===== src/design/quad_timer_pkg.sv =====
package quad_timer_pkg;
   // Sizes
   localparam int NUM_TIMERS   = 4;
   localparam int NUM_BRG      = 8;
   localparam int NUM_CLK_PINS = 10;
   localparam int DATA_W       = 16;
   localparam int ADDR_W       = 8;
   localparam int BRG_DIV_W    = 12;
   localparam int PRE_W        = 4;
   // System clock divided by sixteen
   localparam logic [PRE_W-1:0] PRE_LAST = 4'hf;
   // Index of the fifth external clock pin
   localparam logic [3:0] EXT_CLOCK_FIVE_IDX = 4'h4;

   // Register byte offsets
   localparam logic [ADDR_W-1:0] CTRL_OFS   = 8'h00;
   localparam logic [ADDR_W-1:0] STAT_OFS   = 8'h08;
   localparam logic [ADDR_W-1:0] MASK_OFS   = 8'h0c;
   localparam logic [ADDR_W-1:0] SIUCNT_OFS = 8'h10;
   localparam logic [ADDR_W-1:0] TMODE_OFS  = 8'h20;
   localparam logic [ADDR_W-1:0] TREF_OFS   = 8'h30;
   localparam logic [ADDR_W-1:0] TCNT_OFS   = 8'h40;
   localparam logic [ADDR_W-1:0] TCAP_OFS   = 8'h50;
   localparam logic [ADDR_W-1:0] BRG_OFS    = 8'h60;

   // Control register fields
   localparam int CTRL_EXT_CLOCK_FIVE_EN  = 0;
   localparam int CTRL_DEDICATED_TIMER_CLOCK_PIN_EN = 1;
   localparam int CTRL_GATE_LSB = 2;
   localparam int CTRL_BRG_OE   = 8;

   // Timer mode register fields
   localparam int MODE_SRC_LSB = 0;
   localparam int MODE_TOGGLE  = 2;
   localparam int MODE_OUT_EN  = 3;
   localparam int MODE_CAP_R   = 4;
   localparam int MODE_CAP_F   = 5;
   localparam int MODE_RESTART = 6;
   localparam int MODE_RUN     = 7;

   // Status register fields
   localparam int STAT_MATCH_LSB = 0;
   localparam int STAT_CAP_LSB   = 4;

   // Rate generator config fields
   localparam int BRG_SRC_LSB = 12;

   // Timer count sources
   localparam logic [1:0] SRC_CASCADE = 2'h0;
   localparam logic [1:0] SRC_SYS     = 2'h1;
   localparam logic [1:0] SRC_SYS16   = 2'h2;
   localparam logic [1:0] SRC_PIN     = 2'h3;
endpackage : quad_timer_pkg


===== src/design/quad_timer.sv =====
`timescale 1ns/1ps
module quad_timer
   import quad_timer_pkg::*;
(
   // Clock and reset
   input  wire logic                    clk,
   input  wire logic                    rst,
   // Register port
   input  wire logic [ADDR_W-1:0]       addr,
   input  wire logic [DATA_W-1:0]       wdata,
   input  wire logic                    wr,
   input  wire logic                    rd,
   output logic      [DATA_W-1:0]       rdata,
   output logic                         irq,
   // Timer pins
   input  wire logic                    timer_one_input,
   input  wire logic                    timer_two_input,
   input  wire logic                    timer_three_input,
   input  wire logic                    timer_four_input,
   input  wire logic                    gate_a_pin,
   input  wire logic                    gate_b_pin,
   output logic                         timer_one_output,
   output logic                         timer_two_output,
   output logic                         timer_three_output,
   output logic                         timer_four_output,
   // Clock pins
   input  wire logic [NUM_CLK_PINS-1:0] ext_clock_pins,
   input  wire logic                    dedicated_timer_clock_pin,
   output logic      [NUM_BRG-1:0]      rate_gen_out,
   output logic      [NUM_BRG-1:0]      rate_gen_oe
);

   localparam int NT = NUM_TIMERS;
   localparam int NB = NUM_BRG;
   localparam int NC = NUM_CLK_PINS;

   typedef struct packed {
      logic [DATA_W-1:0]                ctrl;
      logic [DATA_W-1:0]                mask;
      logic [DATA_W-1:0]                stat;
      logic [DATA_W-1:0]                siu_cnt;
      logic [DATA_W-1:0]                rdata;
      logic [NT-1:0][DATA_W-1:0]        mode;
      logic [NT-1:0][DATA_W-1:0]        ref_val;
      logic [NT-1:0][DATA_W-1:0]        cnt;
      logic [NT-1:0][DATA_W-1:0]        cap;
      logic [NB-1:0][DATA_W-1:0]        brg_cfg;
      logic [NB-1:0][BRG_DIV_W-1:0]     brg_cnt;
      logic [NB-1:0]                    brg_out;
      logic [NT-1:0]                    tout;
      logic [NT-1:0]                    match_q;
      logic [PRE_W-1:0]                 pre;
      logic [NT-1:0]                    tin_s1;
      logic [NT-1:0]                    tin_s2;
      logic [NT-1:0]                    tin_d;
      logic [1:0]                       gate_s1;
      logic [1:0]                       gate_s2;
      logic [1:0]                       gate_d;
      logic [NC-1:0]                    clk_s1;
      logic [NC-1:0]                    clk_s2;
      logic [NC-1:0]                    clk_d;
      logic                             tm_s1;
      logic                             tm_s2;
      logic                             tm_d;
      logic                             irq;
   } state_t;

   localparam state_t STATE_RST = '{tout: '1, default: '0};

   state_t state_reg;
   state_t state_next;

   // ***********************************************************
   // Next state
   // ***********************************************************
   always_comb begin
      logic [NT-1:0]        tin_rise;
      logic [NT-1:0]        tin_fall;
      logic [1:0]           gate_fall;
      logic [NC-1:0]        clk_rise;
      logic                 pre_tick;
      logic [NB-1:0]        brg_tick;
      logic                 brg_en;
      logic [3:0]           brg_src;
      logic                 siu_tick;
      logic [NT-1:0]        match;
      logic [NT-1:0]        capt;
      logic                 t_tick;
      logic                 gated;
      logic                 gate_ok;
      logic [DATA_W-1:0]    clr;
      logic [1:0]           tidx;
      logic [2:0]           bidx;
      tin_rise  = '0;
      tin_fall  = '0;
      gate_fall = '0;
      clk_rise  = '0;
      pre_tick  = 1'b0;
      brg_tick  = '0;
      brg_en    = 1'b0;
      brg_src   = '0;
      siu_tick  = 1'b0;
      match     = '0;
      capt      = '0;
      t_tick    = 1'b0;
      gated     = 1'b0;
      gate_ok   = 1'b0;
      clr       = '0;
      tidx      = addr[3:2];
      bidx      = addr[4:2];
      state_next = state_reg;

      // Pin synchronisers and edge detectors
      state_next.tin_s1  = {timer_four_input, timer_three_input, timer_two_input, timer_one_input};
      state_next.tin_s2  = state_reg.tin_s1;
      state_next.tin_d   = state_reg.tin_s2;
      state_next.gate_s1 = {gate_b_pin, gate_a_pin};
      state_next.gate_s2 = state_reg.gate_s1;
      state_next.gate_d  = state_reg.gate_s2;
      state_next.clk_s1  = ext_clock_pins;
      state_next.clk_s2  = state_reg.clk_s1;
      state_next.clk_d   = state_reg.clk_s2;
      state_next.tm_s1   = dedicated_timer_clock_pin;
      state_next.tm_s2   = state_reg.tm_s1;
      state_next.tm_d    = state_reg.tm_s2;
      tin_rise  = state_reg.tin_s2 & ~state_reg.tin_d;
      tin_fall  = ~state_reg.tin_s2 & state_reg.tin_d;
      gate_fall = ~state_reg.gate_s2 & state_reg.gate_d;
      clk_rise  = state_reg.clk_s2 & ~state_reg.clk_d;

      // Divide by sixteen prescaler
      state_next.pre = state_reg.pre + 4'h1;
      pre_tick = (state_reg.pre == PRE_LAST);

      // ***********************************************************
      // Rate generators
      // ***********************************************************
      for (int b = 0; b < NB; b++) begin
         brg_src = state_reg.brg_cfg[b][BRG_SRC_LSB +: 4];
         if (b == 0) begin
            if (state_reg.ctrl[CTRL_EXT_CLOCK_FIVE_EN]) begin
               brg_en = clk_rise[EXT_CLOCK_FIVE_IDX];
            end else begin
               brg_en = 1'b1;
            end
         end else if (brg_src != 4'h0 && brg_src <= 4'(NC)) begin
            brg_en = clk_rise[brg_src - 4'h1];
         end else begin
            brg_en = 1'b1;
         end
         if (brg_en) begin
            if (state_reg.brg_cnt[b] == state_reg.brg_cfg[b][BRG_DIV_W-1:0]) begin
               state_next.brg_cnt[b] = '0;
               state_next.brg_out[b] = ~state_reg.brg_out[b];
               brg_tick[b] = 1'b1;
            end else begin
               state_next.brg_cnt[b] = state_reg.brg_cnt[b] + 12'h1;
            end
         end
      end

      // System unit timer clock
      if (state_reg.ctrl[CTRL_DEDICATED_TIMER_CLOCK_PIN_EN]) begin
         siu_tick = state_reg.tm_s2 & ~state_reg.tm_d;
      end else begin
         siu_tick = brg_tick[0];
      end
      if (siu_tick) begin
         state_next.siu_cnt = state_reg.siu_cnt + 16'h1;
      end

      // ***********************************************************
      // Timers
      // ***********************************************************
      for (int i = 0; i < NT; i++) begin
         case (state_reg.mode[i][MODE_SRC_LSB +: 2])
            SRC_CASCADE: t_tick = state_reg.match_q[(i + NT - 1) % NT];
            SRC_SYS:     t_tick = 1'b1;
            SRC_SYS16:   t_tick = pre_tick;
            SRC_PIN:     t_tick = tin_rise[i];
            default:     t_tick = 1'b0;
         endcase
         gated   = state_reg.ctrl[CTRL_GATE_LSB + i];
         gate_ok = ~gated | ~state_reg.gate_s2[i / 2];
         if (gated && state_reg.mode[i][MODE_RESTART] && gate_fall[i / 2]) begin
            state_next.cnt[i] = '0;
         end else if (state_reg.mode[i][MODE_RUN] && gate_ok && t_tick) begin
            if (state_reg.cnt[i] == state_reg.ref_val[i]) begin
               state_next.cnt[i] = '0;
               match[i] = 1'b1;
            end else begin
               state_next.cnt[i] = state_reg.cnt[i] + 16'h1;
            end
         end
         // Output pin
         if (state_reg.mode[i][MODE_TOGGLE]) begin
            if (match[i] && state_reg.mode[i][MODE_OUT_EN]) begin
               state_next.tout[i] = ~state_reg.tout[i];
            end
         end else begin
            state_next.tout[i] = ~(match[i] & state_reg.mode[i][MODE_OUT_EN]);
         end
         // Capture on selected edges
         capt[i] = (tin_rise[i] & state_reg.mode[i][MODE_CAP_R])
                 | (tin_fall[i] & state_reg.mode[i][MODE_CAP_F]);
         if (capt[i]) begin
            state_next.cap[i] = state_reg.cnt[i];
         end
      end
      state_next.match_q = match;

      // ***********************************************************
      // Register port
      // ***********************************************************
      state_next.rdata = '0;
      if (rd) begin
         if (addr == CTRL_OFS) begin
            state_next.rdata = state_reg.ctrl;
         end else if (addr == STAT_OFS) begin
            state_next.rdata = state_reg.stat;
            clr = state_reg.stat;
         end else if (addr == MASK_OFS) begin
            state_next.rdata = state_reg.mask;
         end else if (addr == SIUCNT_OFS) begin
            state_next.rdata = state_reg.siu_cnt;
         end else if (addr[7:4] == TMODE_OFS[7:4]) begin
            state_next.rdata = state_reg.mode[tidx];
         end else if (addr[7:4] == TREF_OFS[7:4]) begin
            state_next.rdata = state_reg.ref_val[tidx];
         end else if (addr[7:4] == TCNT_OFS[7:4]) begin
            state_next.rdata = state_reg.cnt[tidx];
         end else if (addr[7:4] == TCAP_OFS[7:4]) begin
            state_next.rdata = state_reg.cap[tidx];
         end else if (addr[7:5] == BRG_OFS[7:5]) begin
            state_next.rdata = state_reg.brg_cfg[bidx];
         end
      end
      if (wr) begin
         if (addr == CTRL_OFS) begin
            state_next.ctrl = wdata;
         end else if (addr == MASK_OFS) begin
            state_next.mask = wdata;
         end else if (addr[7:4] == TMODE_OFS[7:4]) begin
            state_next.mode[tidx] = wdata;
         end else if (addr[7:4] == TREF_OFS[7:4]) begin
            state_next.ref_val[tidx] = wdata;
         end else if (addr[7:5] == BRG_OFS[7:5]) begin
            state_next.brg_cfg[bidx] = wdata;
         end
      end

      // Sticky status, set wins over read clear
      state_next.stat = state_reg.stat & ~clr;
      state_next.stat[STAT_MATCH_LSB +: NT] = state_next.stat[STAT_MATCH_LSB +: NT] | match;
      state_next.stat[STAT_CAP_LSB +: NT] = state_next.stat[STAT_CAP_LSB +: NT] | capt;
      state_next.irq = |(state_next.stat & state_next.mask);
   end

   // ***********************************************************
   // State register
   // ***********************************************************
   always_ff @(posedge clk or posedge rst) begin
      if (rst) begin
         state_reg <= STATE_RST;
      end else begin
         state_reg <= state_next;
      end
   end

   assign rdata              = state_reg.rdata;
   assign irq                = state_reg.irq;
   assign timer_one_output   = state_reg.tout[0];
   assign timer_two_output   = state_reg.tout[1];
   assign timer_three_output = state_reg.tout[2];
   assign timer_four_output  = state_reg.tout[3];
   assign rate_gen_out       = state_reg.brg_out;
   assign rate_gen_oe        = state_reg.ctrl[CTRL_BRG_OE +: NB];

endmodule : quad_timer


===== config.mk =====
export PLATFORM = sky130hd
export DESIGN_NAME = quad_timer
export DESIGN_NICKNAME = d
export VERILOG_FILES = /design/src/design/quad_timer_pkg.sv /design/src/design/quad_timer.sv
export SDC_FILE = /design/constraint.sdc
export NUM_CORES = 2
export LEC_CHECK = 0
export ABC_CLOCK_PERIOD_IN_PS = 52800
export BUFFER_PORTS_ARGS = -buffer_cell sky130_fd_sc_hd__clkbuf_2
export CAP_MARGIN = 20
export CORE_ASPECT_RATIO = 0.8
export CORE_MARGIN = 5
export CORE_UTILIZATION = 55
export DETAILED_ROUTE_END_ITERATION = 10
export GPL_ROUTABILITY_DRIVEN = 0
export GPL_TIMING_DRIVEN = 0
export PLACE_DENSITY = 0.7
export SYNTH_ARGS = -nofsm -noshare
export SYNTH_HDL_FRONTEND = slang
export SYNTH_SLANG_ARGS = --single-unit

===== constraint.sdc =====
create_clock -name clk -period 52.8 [get_ports clk]
set_clock_uncertainty 0.15 [all_clocks]
set_input_delay 2.64 -clock clk [delete_from_list [all_inputs] [get_ports clk]]
set_output_delay 2.64 -clock clk [all_outputs]
set_load 0.05 [all_outputs]

==> metrics.txt <==
DR vias=~25k; average wire per standard cell=about 27 um; GRT Total Usage=between 30 and 40%; crit path DAT=between 6 and 7 ns; Largest register FFs=approximately 560; simple-gate share of the synthesized area=approximately an eighth; Max Cap Viol=0; clk slew on worst S/H paths=approximately 0.060 ns; register area=between 15000 and 20000 um^2; flop-to-flop setup slack=about 50 ns; HPWL after DPL=around 76000 um; # nets final=about 3.0k; CTS Hold Bufs=0; commonest non-fill, non-tap cells in the layout=dfrtp_1 (628), mux2_2 (341), xnor2_1 (148); first-pass GRT wire length=~150000 um; XOR/XNOR Fraction of Synth Area=5.85%; overall power=around 1.4 mW; postcts setup bufs=0; main combinational cell family by area after synthesis=multiplexers; area delta synth->final=11.5%; routed vias/inst=about 6.6; TritonCTS clock tree=built; Yosys Warn Count=0; Distinct cells, synth=72; Clock Path Buffers=3; sequential area share after synthesis=48.3%; antenna-violating nets left=0; Initial Util=a little under three fifths; synthesized area=around 33000 um^2; leakage=roughly 16 nW; final setup vio count=0; PortBufs=74; async set-reset flop share out of synthesis=100%; Yosys reg bits=between 600 and 700; final WL=slightly above 100000 um; syn nets=between 2k and 3k; die area=64600 um^2; status=finished, final reports clean; share of post-route cells with drive strength above 1=23.4%; Post-synth EDFFs=0; period utilization=between 10% and 20%; Min-Delay Startpoint=state_next[18]; GRT overflow=0; P per Cell Area=~38 nW/um^2; Final Hold Viols=0; Synth Flop Type=dfrtp_1; Met3 Wirelength=between 10000 and 15000 um; Post-Synthesis Mean Instance Area=between 10 and 15 um^2; first-pass iteration count of the detailed router=10; adder-cell share of the synthesized area=1.34%; core area=59400 um^2; initial antenna violation count=4; critical path class=in2reg; Mapped Cells=2803; vias in the first global route=roughly 24k; pin slew with the least headroom to its limit=1.16 ns; FF-to-FF Start=state_reg[244]; most common cell after layout, fill and taps aside=dfrtp_1; fmax=about 150 MHz; R2R depth=11; mux share of post-synthesis cell area=about a fifth; Worst Path Required=~53 ns; detailed router's first-iteration violation count=3645; Multi-input gate area=around 16000 um^2; Crit. End Element=flop; WHS Path Cells=0; CTS resizes=0; wire length on met1=between 40000 and 50000 um; H-Tree Level Count=3; reg2reg end=state_reg[122]; clk sinks=632; startpoint types=primary input; top routing layer used=met5; DRC errors left=0; RSZ-0062 raised after global routing=false; worst-skew pair later-pin latency=slightly above 0.6 ns; Hold Path Class=reg2reg; Final Slew Violations=0; met2 wire length=approximately 42000 um; Slew Limit Headroom=between 20% and 30%; Fill cells=around 4.6k; final worst path period need=6.46 ns; cts bufs inserted=between 60 and 70; I/O pins=between 80 and 90; setup TNS=0 ns; die width=between 200 and 300 um; Peak VDD IR=between 20 and 25 uV; compound-gate portion of the synthesized area=between 8 and 9%; root buffer cell=clkbuf_16; Rows=80; largest net degree at the start of global routing=roughly 140; hold worst-path end=state_next[8]; die span in y=~230 um; Crit Path Max Fanout=10
==> per-layer routing <==
metal | up-vias | track usage, %
met2 | 1457 | 42.4
met1 | 12808 | 47.0
li1 | 10598 | -
met3 | 206 | 11.3
met4 | 8 | 8.48
met5 | - | 0
==> per-stage QoR <==
| step | cells | cell area [um^2] | util (%) | setup WS [ns] | hold slack [ns] |
|---|---|---|---|---|---|
| 2_1_floorplan | 2803 | 32800 | - | 32.31 | 0.181 |
| 3_3_place_gp | 3656 | 34100 | 57.5 | 26.08 | 0.182 |
| 3_5_place_dp | 3667 | 34300 | 57.9 | 45.94 | 0.186 |
| 4_1_cts | 3782 | 36500 | 61.5 | 46.57 | 0.197 |
| 5_1_grt | 3786 | 36500 | 61.6 | 46.35 | 0.201 |
| 6_report | 3787 | 36500 | 61.6 | 46.34 | 0.198 |
==> Yosys cell counts (all sizes together) (15+ instances only) <==
master	n	share of area (%)
dfrtp	628	48
mux2	341	12
o21ai	149	2.3
xnor2	148	4.0
nand2	147	1.7
nor2	136	1.6
clkbuf	123	1.4
mux4	104	7.1
nand3	84	1.3
xor2	71	1.9
mux2i	63	1.9
inv	62	0.71
buf	60	1.1
nand4	57	1.1
and3	47	0.90
nor3	47	0.72
a21oi	46	0.70
nand2b	45	0.86
o31ai	41	0.94
ha	35	1.3
nor2b	28	0.53
o22ai	22	0.42
and2	21	0.40
nor4	20	0.40
or3	20	0.38
nand3b	16	0.37
a32o	15	0.46
==> cell families after synthesis <==
group | Yosys count
and+or+nand+nor | 743
adders and majority gates | 35
AOI/OAI and AO/OA | 421
xor gates and xnor gates | 219
muxes | 508
buffers and inverters | 245
DFF | 632
==> how the worst max path moves through the flow <==
stage | from | endpoint
2_1_floorplan | rst | irq
3_3_place_gp | rst | state_reg[310]
3_5_place_dp | addr[2] | state_reg[446]
4_1_cts | addr[2] | state_reg[510]
5_1_grt | addr[2] | rdata[8]
6_report | addr[2] | state_reg[510]
==> worst max-delay path, stage by stage <==
cell and delay (ns):
clkbuf_1 0.47, clkbuf_1 0.72, buf_1 0.75, clkbuf_1 0.69
nand3_1 0.57, clkbuf_1 0.52, mux2_2 0.42
==> cell type report <==
| cell class | instances | area share [%] |
|---|---|---|
| antenna | 1 | 0.00685 |
| buffer | 183 | 2.26 |
| clock buffer | 90 | 5.13 |
| clock inverter | 25 | 0.787 |
| inverter | 62 | 0.657 |
| multi-input combinational | 1926 | 43.6 |
| sequential | 632 | 43.3 |
| tap | 779 | 2.67 |
| timing repair buffer | 89 | 1.62 |
==> power breakdown <==
part | switching, mW | internal [mW] | total (mW)
Sequential | 0.0765 | 0.539 | 0.616
Combinational | 0.164 | 0.125 | 0.289
Clock | 0.198 | 0.278 | 0.476
(Power assumes the default switching activity.)
